[src/rtcsw_defs.vh]
// constants for the clock system word setup block
// Summary of operation
// - handshake byte bits may change between any two statements, not per scan.
// - no default locations; clock stays off until valid location words are written.
// - area selector bytes hold ascii D for data block or F for flags.
// - block bytes hold data block 2 to 255, or a flag byte address.
// - data word bytes give start word 0 to 255, used only for data blocks.
// - signed correction -400 to +400, read, checked and applied once per hour.
// - on parameter setting, check clock access and start; report in word 11 bits 0,1.
// - correction out of range sets word 11 bit 15 and zero correction is applied.
`ifndef RTCSW_DEFS_VH
`define RTCSW_DEFS_VH
`define RTCSW_ADDR_LOC_CLK 16'hea10
`define RTCSW_ADDR_LOC_MID 16'hea12
`define RTCSW_ADDR_LOC_STS 16'hea14
`define RTCSW_ADDR_CHECK 16'hea16
`define RTCSW_ADDR_CORR 16'hea18
`define RTCSW_SEL_DB 8'h44
`define RTCSW_SEL_FLAG 8'h46
`define RTCSW_DB_MIN 8'h02
`define RTCSW_CORR_MAX 16'sd400
`define RTCSW_CORR_MIN (-16'sd400)
`define RTCSW_CHK_ACCESS_BIT 0
`define RTCSW_CHK_START_BIT 1
`define RTCSW_CHK_CORR_BIT 15
`define RTCSW_HOUR_S 3600
`define RTCSW_CLK_HZ 50000000
`define RTCSW_HOUR_CYCLES 38'd180000000000
`define RTCSW_START_TIMEOUT 16'h03e8
`endif

[src/rtcsw_hour_tick.v]
// hourly tick generator for the drift correction
`timescale 1ns/10ps
`default_nettype none
`include "rtcsw_defs.vh"
module rtcsw_hour_tick #(
    parameter [37:0] HOUR_CYCLES = `RTCSW_HOUR_CYCLES
) (
    input wire i_clk,
    input wire i_resetn,
    output reg o_tick
);
    reg [37:0] cnt_reg;
    always @(posedge i_clk) begin
        if (!i_resetn) begin
            cnt_reg <= 38'h0;
            o_tick <= 1'b0;
        end else if (cnt_reg == HOUR_CYCLES - 38'd1) begin
            cnt_reg <= 38'h0;
            o_tick <= 1'b1;
        end else begin
            cnt_reg <= cnt_reg + 38'd1;
            o_tick <= 1'b0;
        end
    end
endmodule
`default_nettype wire

[src/rtcsw_top.v]
// clock system word registers, start-up check and hourly correction
`timescale 1ns/10ps
`default_nettype none
`include "rtcsw_defs.vh"
module rtcsw_top #(
    parameter [37:0] HOUR_CYCLES = `RTCSW_HOUR_CYCLES
) (
    input wire I_CLK_SYS,
    input wire I_RESETN,
    input wire [15:0] I_ADDR,
    input wire [15:0] I_WDATA,
    input wire I_WR,
    input wire I_RD,
    input wire I_CLK_ACK,
    input wire I_CLK_RUNNING,
    output reg [15:0] O_RDATA,
    output reg O_CLK_ENABLE,
    output reg O_CORR_STROBE,
    output reg [15:0] O_CORR_VALUE
);
    // start-up check states
    localparam ST_IDLE = 2'd0;
    localparam ST_WAIT = 2'd1;
    localparam ST_RUN = 2'd2;
    // two asynchronous answers from the clock chip
    localparam SYNC_W = 2;

    reg [15:0] loc_clk_reg;
    reg [15:0] loc_mid_reg;
    reg [15:0] loc_sts_reg;
    // bits 1:0 change only on a check, bit 15 every hour
    reg [15:0] check_reg;
    reg [15:0] corr_reg;
    reg [1:0] state_reg;
    reg [15:0] wait_reg;

    reg [15:0] check_next;
    reg [1:0] state_next;
    reg [15:0] wait_next;
    reg en_next;
    reg [15:0] rdata_next;

    wire [SYNC_W-1:0] pin_async;
    wire [SYNC_W-1:0] pin_sync;
    wire ack_sync;
    wire run_sync;
    wire hour_tick;
    wire locs_ok;
    wire corr_ok;
    wire param_wr;

    // area selector plus block number check
    function area_ok;
        input [7:0] sel;
        input [7:0] num;
        begin
            area_ok = (sel == `RTCSW_SEL_FLAG) ||
                ((sel == `RTCSW_SEL_DB) && (num >= `RTCSW_DB_MIN));
        end
    endfunction

    // location word decode
    function is_loc_addr;
        input [15:0] a;
        begin
            is_loc_addr = (a == `RTCSW_ADDR_LOC_CLK) || (a == `RTCSW_ADDR_LOC_MID) ||
                (a == `RTCSW_ADDR_LOC_STS);
        end
    endfunction

    assign locs_ok = area_ok(loc_clk_reg[15:8], loc_clk_reg[7:0]) &&
        area_ok(loc_mid_reg[7:0], loc_sts_reg[15:8]);
    assign corr_ok = ($signed(corr_reg) <= `RTCSW_CORR_MAX) &&
        ($signed(corr_reg) >= `RTCSW_CORR_MIN);

    rtcsw_hour_tick #(
        .HOUR_CYCLES(HOUR_CYCLES)
    ) u_tick (
        .i_clk(I_CLK_SYS),
        .i_resetn(I_RESETN),
        .o_tick(hour_tick)
    );

    assign pin_async = {I_CLK_RUNNING, I_CLK_ACK};
    assign ack_sync = pin_sync[0];
    assign run_sync = pin_sync[1];

    // clock chip answers are asynchronous; two flops each
    genvar gi;
    generate
        for (gi = 0; gi < SYNC_W; gi = gi + 1) begin : g_sync
            reg s1_reg;
            reg s2_reg;
            always @(posedge I_CLK_SYS) begin
                if (!I_RESETN) begin
                    s1_reg <= 1'b0;
                    s2_reg <= 1'b0;
                end else begin
                    s1_reg <= pin_async[gi];
                    s2_reg <= s1_reg;
                end
            end
            // only the second flop feeds logic
            assign pin_sync[gi] = s2_reg;
        end
    endgenerate

    always @(posedge I_CLK_SYS) begin
        if (!I_RESETN) begin
            loc_clk_reg <= 16'h0000;
            loc_mid_reg <= 16'h0000;
            loc_sts_reg <= 16'h0000;
            corr_reg <= 16'h0000;
        end else if (I_WR) begin
            case (I_ADDR)
                `RTCSW_ADDR_LOC_CLK: loc_clk_reg <= I_WDATA;
                `RTCSW_ADDR_LOC_MID: loc_mid_reg <= I_WDATA;
                `RTCSW_ADDR_LOC_STS: loc_sts_reg <= I_WDATA;
                `RTCSW_ADDR_CORR: corr_reg <= I_WDATA;
                default: ;
            endcase
        end
    end

    // a correction write must not restart the check
    assign param_wr = I_WR && is_loc_addr(I_ADDR);

    // next state of the start-up supervision
    always @* begin
        state_next = state_reg;
        wait_next = wait_reg;
        check_next = check_reg;
        en_next = O_CLK_ENABLE;
        case (state_reg)
            ST_IDLE, ST_RUN: begin
                // every parameter setting restarts the check
                if (param_wr) begin
                    state_next = ST_WAIT;
                    wait_next = 16'h0000;
                    en_next = 1'b0;
                end
            end
            ST_WAIT: begin
                // timeout counts from the last location write
                if (param_wr) begin
                    wait_next = 16'h0000;
                end else if (!locs_ok) begin
                    state_next = ST_IDLE;
                end else if (ack_sync && run_sync) begin
                    check_next[`RTCSW_CHK_ACCESS_BIT] = 1'b0;
                    check_next[`RTCSW_CHK_START_BIT] = 1'b0;
                    state_next = ST_RUN;
                    en_next = 1'b1;
                end else if (wait_reg == `RTCSW_START_TIMEOUT) begin
                    // failure bits held until the next check ends in success or timeout
                    check_next[`RTCSW_CHK_ACCESS_BIT] = ~ack_sync;
                    check_next[`RTCSW_CHK_START_BIT] = ~run_sync;
                    state_next = ST_IDLE;
                end else begin
                    wait_next = wait_reg + 16'h0001;
                end
            end
            default: state_next = ST_IDLE;
        endcase
        // hourly read and check of correction
        if (hour_tick) begin
            check_next[`RTCSW_CHK_CORR_BIT] = ~corr_ok;
        end
    end

    // start-up supervision; clock is off until a check passes
    always @(posedge I_CLK_SYS) begin
        if (!I_RESETN) begin
            state_reg <= ST_IDLE;
            wait_reg <= 16'h0000;
            check_reg <= 16'h0000;
            O_CLK_ENABLE <= 1'b0;
        end else begin
            state_reg <= state_next;
            wait_reg <= wait_next;
            check_reg <= check_next;
            O_CLK_ENABLE <= en_next;
        end
    end

    // apply once per hour, zero if invalid
    always @(posedge I_CLK_SYS) begin
        if (!I_RESETN) begin
            O_CORR_STROBE <= 1'b0;
            O_CORR_VALUE <= 16'h0000;
        end else begin
            O_CORR_STROBE <= hour_tick && O_CLK_ENABLE;
            // a stopped clock takes no correction; value and strobe move together
            if (hour_tick && O_CLK_ENABLE) begin
                O_CORR_VALUE <= corr_ok ? corr_reg : 16'h0000;
            end
        end
    end

    // reads return live state, no per-scan latching
    always @* begin
        case (I_ADDR)
            `RTCSW_ADDR_LOC_CLK: rdata_next = loc_clk_reg;
            `RTCSW_ADDR_LOC_MID: rdata_next = loc_mid_reg;
            `RTCSW_ADDR_LOC_STS: rdata_next = loc_sts_reg;
            `RTCSW_ADDR_CHECK: rdata_next = check_reg;
            `RTCSW_ADDR_CORR: rdata_next = corr_reg;
            // unmapped words read as zero
            default: rdata_next = 16'h0000;
        endcase
    end

    // read data holds until the next read strobe
    always @(posedge I_CLK_SYS) begin
        if (!I_RESETN) begin
            O_RDATA <= 16'h0000;
        end else if (I_RD) begin
            O_RDATA <= rdata_next;
        end
    end
endmodule
`default_nettype wire

[config.mk]
export PLATFORM = sky130hd
export DESIGN_NAME = rtcsw_top
export DESIGN_NICKNAME = d
export VERILOG_FILES = /design/src/rtcsw_hour_tick.v /design/src/rtcsw_top.v
export VERILOG_INCLUDE_DIRS = /design/src /design/src/src
export SDC_FILE = /design/constraint.sdc
export NUM_CORES = 1
export LEC_CHECK = 0
export ABC_AREA = 1
export BUFFER_PORTS_ARGS = -buffer_cell sky130_fd_sc_hd__buf_4
export CORE_MARGIN = 2
export CORE_UTILIZATION = 50
export DETAILED_ROUTE_END_ITERATION = 16
export GPL_TIMING_DRIVEN = 0
export PLACE_DENSITY = 0.69
export SLEW_MARGIN = 40
export SYNTH_ARGS = -nofsm -noshare
export SYNTH_HDL_FRONTEND = slang
export SYNTH_HIERARCHICAL = 1
export SYNTH_SLANG_ARGS = --single-unit
[constraint.sdc]
create_clock -name I_CLK_SYS -period 3.3 [get_ports I_CLK_SYS]
set_input_delay 0 -clock I_CLK_SYS [delete_from_list [all_inputs] [get_ports I_CLK_SYS]]
set_output_delay 0 -clock I_CLK_SYS [all_outputs]
set_load 0.02 [all_outputs]
# After elaboration in Yosys (flattened, before gate mapping)
# Index checks and enable logic that the tools add are counted.
[totals] wordCells=96 register_bits=162 output_inout_bits=34 input_bits=38
[op_classes] n_reduce_logical=24 n_lt_le_gt_ge=4 mux=22 n_eq_ne=21 n_bitwise=5 addsub=2
[op_table] operator="$mux W16" n=6
[op_table] operator="$eq A16 B16 Y1 const B" n=5
[op_table] operator="$pmux W16 S5" n=1
[op_table] operator="$add A38 B1 Y38 const B" n=1
[op_table] operator="$eq A38 B38 Y1 const B" n=1
[op_table] operator="$eq A8 B7 Y1 const B" n=4
[op_table] operator="$pmux W16 S2" n=1
[op_table] operator="$add A16 B1 Y16 const B" n=1
[op_table] operator="$eq A16 B10 Y1 const B" n=1
[op_table] operator="$ge A16 B10 Y1 const B" n=1
[op_table] operator="$ge A8 B2 Y1 const B" n=2
[op_table] operator="$le A16 B10 Y1 const B" n=1
[op_table] operator="$mux W2" n=7
[op_table] operator="$reduce_and A5 Y1" n=2
[op_table] operator="$ne A3 B3 Y1 const B" n=3
[op_table] operator="$ne A2 B2 Y1 const B" n=4
[op_table] operator="$reduce_and A2 Y1" n=4
[op_table] operator="$logic_and A1 B1 Y1" n=7
[op_table] operator="$mux W1" n=5
[op_table] operator="$not A1 Y1" n=5
[op_table] operator="$logic_or A1 B1 Y1" n=4
[op_table] operator="$ne A4 B4 Y1 const B" n=1
[op_table] operator="$pmux W2 S2" n=1
[op_table] operator="$reduce_and A4 Y1" n=1
[op_table] operator="7 further kinds" n=9

# Logic depth before layout (Yosys ltp)
[depth] word_depth=7 depth_mapped=13 ltp_nobuf=13

# Cells and area by module
# Netlist, hierarchy kept.
[modules_own_cells] mod="rtcsw_top" seq_area_each_um2=2462.4 n_inst=1 area_each_um2=5361.4 cells_per_inst=743
[modules_own_cells] mod="rtcsw_hour_tick" seq_area_each_um2=780.7 n_inst=1 area_each_um2=2193.4 cells_per_inst=348

# Worst setup path after synthesis
# OpenSTA, ideal clock, no wires.
[synth_timing] path_kind="register to register" startpoint="reg wait_reg[0]" endpoint="reg wait_reg[12]" setup_time_ps=115 synth_period_minus_slack_ps=1536 path_stages_with_launch=14 arrival_ps=1421 n_path_buf=1 required_time_ps=3185 slack_ps=1764 path_cell_list="dfxtp_1 inv_1 ha_1 inv_1 nor2_1 nand2_1 nor2_1 nor2_1 nand3_1 nand2_4 buf_6 nand3_1 nand2_1 nor2_1"
[synth_between] elab_chain_len=6 word_cells_on_any_way=9 cone_classes="add/sub: 1; eq/ne: 2; mux: 5; reduce/logical: 1"
[synth_lines] item="start: declaration" line="rtcsw_top.v:35" text="reg [15:0] wait_reg;"
[synth_lines] item="start signal: assignment" line="rtcsw_top.v:180" text="wait_reg <= wait_next;"
[synth_lines] item="$add A16 B1 Y16" line="rtcsw_top.v:160" text="wait_next = wait_reg + 16'h0001;"
[synth_lines] item="$mux W16" line="rtcsw_top.v:154" text="end else if (wait_reg == `RTCSW_START_TIMEOUT) begin"
[synth_lines] item="$mux W16" line="rtcsw_top.v:149" text="end else if (ack_sync && run_sync) begin"
[synth_lines] item="$mux W16" line="rtcsw_top.v:147" text="end else if (!locs_ok) begin"
[synth_lines] item="$mux W16" line="rtcsw_top.v:145" text="if (param_wr) begin"
[synth_lines] item="$pmux W16 S2" line="rtcsw_top.v:134" text="case (state_reg)"
# Parallel ways exist; a longest one is shown, timed or not. The select of a mux whose other input is x is not followed.
# A chain may end at the register's enable or synchronous reset.

# Worst setup path in the final report
[layout_timing] startpoint="reg loc_mid_reg[2]" endpoint="reg wait_reg[10]"
[layout_between] elab_chain_len=6 word_cells_on_any_way=7 cone_classes="eq/ne: 3; reduce/logical: 4"
[layout_lines] item="start: declaration" line="rtcsw_top.v:29" text="reg [15:0] loc_mid_reg;"
[layout_lines] item="start signal: assignment" line="rtcsw_top.v:111" text="loc_mid_reg <= 16'h0000;"
[layout_lines] item="start signal: assignment" line="rtcsw_top.v:117" text="`RTCSW_ADDR_LOC_MID: loc_mid_reg <= I_WDATA;"
[layout_lines] item="$eq A8 B7 Y1 (no source line)"
[layout_lines] item="$logic_and A1 B1 Y1" line="rtcsw_top.v:58" text="((sel == `RTCSW_SEL_DB) && (num >= `RTCSW_DB_MIN));"
[layout_lines] item="$logic_or A1 B1 Y1 *" line="rtcsw_top.v:57" text="area_ok = (sel == `RTCSW_SEL_FLAG) ||"
[layout_lines] item="$logic_and A1 B1 Y1 *" line="rtcsw_top.v:71" text="assign locs_ok = area_ok(loc_clk_reg[15:8], loc_clk_reg[7:0]) &&"
[layout_lines] item="$ne A3 B3 Y1 (no source line) *"
[layout_lines] item="$reduce_and A5 Y1 (no source line) *"
# Mark *: on every way between the ends. The rest lies on a longest branch, timed or not.

==> metrics.yaml <==
route:
  routed_wirelength_um: 20400
  wl_per_cell_um: 14.6
  viasPerCell: 5.22
  vias: 7284
  drt-pass1-iter-count: 5
  antenna_left: 0
  drc: 0
  drtIter0Drc: 682
synthesis:
  synth_common_cells: "nand2_1 (200), nor2_1 (183), dfxtp_1 (162)"
  syn_inst: 1091
  synth.top_cell.area_share: 0.429
  yosysWarnings: 6
  ys_types: 33
  yosysTopAreaCell: "dfxtp_1"
  ys_seq_elements: 162
  yosys-top-cells-area: "dfxtp_1 (43%), nand2_1 (9.9%), nor2_1 (9.1%)"
  postSynth.asyncResetShare: 0
  synth_nets: 1132
  synth_compound_area_frac: 0.163
  synth_fa_ha_area_frac: 0.00497
  avgSynthCellArea_um2: 6.92
  synth-xor-area-share: 0.0243
  synth-edff-count: 0
  synth_simple_gate_area_frac: 0.281
  seq_area_frac_synth: 0.429
  syn_area_um2: 7550
  synth_top_family_by_area: "simple AND/OR/NAND/NOR gates"
  post-synth-top-count-cell: "nand2_1"
  synth_flop_cell: "dfxtp_1"
  synthMuxAreaShare: 0
global_routing:
  antenna_found_initial: 0
  grt_max_degree: 17
  grt_first_pass_wirelength_um: 33300
  grt_usage: 0.259
  grt_pass1_vias: 6763
  gr-total-overflow: 0
floorplan:
  dieArea_um2: 16100
  dieHeight_um: 127
  fp.coreArea_um2: 14600
  rows: 44
  initial_utilization: 0.516
  die_w_um: 127
  io_pins: 72
placement:
  placed_cells: 1344
  place_ws_ns: 1.47
  dp_hpwl_um: 15200
  post_dp_cell_area_um2: 8300
  port_buffers: 69
  routabilityCongestion: 0.900
power_and_ir_drop:
  power_density_nw_per_um2: 446
  finalPower_mw: 4.05
  p_int_mw: 3.16
  p_leak_nw: 3.42
  p_switching_mw: 0.888
  ir_drop_mv: 0.353
  pwr-share-seq: 0.486
  clock_power_share: 0.474
  swShare: 0.219
  p_comb_frac: 0.040
clock_tree:
  cts.sinks: 162
  clock_latency_ns: 0.43
  htree_num_levels: 4
  cts_made_buffers: 17
  clockBufferDepth: 2
  path_clk_slew_ns: 0.06
  cts_root_buf: "clkbuf_16"
  cts_tree: "yes"
layout:
  area_delta_synth_final_pct: 20.1
  drive_above_1_share: 0.116
  design_area_um2: 9080
  fill_cells: 1403
  utilization: 0.620
  n_antenna_cell: 0
  fin_nets: 1241
  largest_reg_flops: 38
  final_cells: 1396
setup_path:
  cp-startpoint: "loc_mid_reg[2]"
  rrSetupSlack_ns: 1.44
  cp_max_fo: 10
  worstSetupPathType: "reg -> reg"
  cp.required_ns: 3.62
  startpoint_type: "flop"
  worstReg2RegStart: "loc_mid_reg[2]"
  cp.arrival_ns: 2.18
  endpoint_kind: "flop"
run:
  drv_cap: 0
sta:
  worst_pin_slew_ns: 0.700
  fin_crit_sh: 0.563
  final_hold_viol_count: 0
  finalCriticalPeriod_ns: 1.86
  drv_slew: 0
  setup_ws_ns: 1.44
  whs_ns: 0.0714
  tns_ns: 0
  fin_skew_ns: 0.0106
  setup_violations: 0
  rsz0062_at_grt: "false"
  relSlewSlack: 0.534
  fmax_mhz: 538
min_path:
  min_path_type: "in -> reg"
  min_from: "I_RD"
outcome:
  status: "complete, no violations"
-- kinds of logic (layout without fill, tap and decap cells) --
logic type | Yosys count | in the layout
AND/OR/NAND/NOR | 493 | 493
buffers and inverters | 185 | 306
XOR/XNOR | 21 | 21
AO/OA/AOI/OAI | 227 | 227
adder cells (fa/ha/maj) | 3 | 3
flip-flops | 162 | 162
-- per-layer routing --
layer	vias to the layer above	part of all wire	GRT usage
li1	3734	-	-
met1	3262	0.46	0.348
met2	241	0.45	0.418
met3	47	0.060	0.0515
met4	0	0.029	0.0911
met5	-	0	0
-- layout by cell type (no fill, tap or decap), types with 6 or more instances in the layout --
cell           instances
nand2_1              200
nor2_1               183
dfxtp_1              162
inv_1                142
o21ai_0               89
a21oi_1               85
buf_4                 69
nand3_1               58
clkbuf_1              32
o22ai_1               31
dlygate4sd3_1         21
clkbuf_16             17
a211oi_1              16
xor2_1                13
nand4_1                9
xnor2_1                8
nand2_2                7
nor2_4                 6
buf_2                  6
nand3_2                6
-- final timing paths --
| path | to | depth (start not counted) |
|---|---|---|
| worst max-delay path | wait_reg[10] | 12 |
| worst min-delay path | O_RDATA[2] | 3 |
| worst max register to register | wait_reg[10] | 12 |
| worst min register to register | ack_sync | 2 |
-- timing repair --
item                      CTS  global route
resized for setup           0             0
hold endpoints to repair   74             0
hold buffers               21             0
buffers inserted            0             0
-- layout make-up --
type                    count  area (um^2)  area share
inverters                 146          548      0.0604
flip-flops and latches    162         3240       0.357
well taps                 184          230      0.0254
multi-input cells         744         3570       0.394
plain buffers              39          191      0.0211
clock inverters             9          109      0.0120
clock buffers              22          454      0.0500
repair buffers             90          728      0.0802
-- worst max-delay path, stage by stage, from the launching register on --
cell     delay [ns]
dfxtp_1        0.31
inv_1          0.06
nor2_1         0.15
nand2_1        0.09
nor2_1         0.14
nand2_1        0.06
nor2_1         0.26
nand3_1        0.18
nand2_2        0.18
buf_6          0.16
nand3_1        0.07
nand2_1        0.06
nor2_1         0.04
-- power groups by stage --
stage	logic, mW	clock network, mW	registers (mW)
floorplan	0.0641	0	2.01
global placement	0.142	0	2.01
detailed placement	0.142	0	2.01
CTS	0.162	1.94	1.97
global route	0.177	2.03	1.97
finish	0.163	1.92	1.97
No activity file was read; power rests on OpenSTA's default activity.
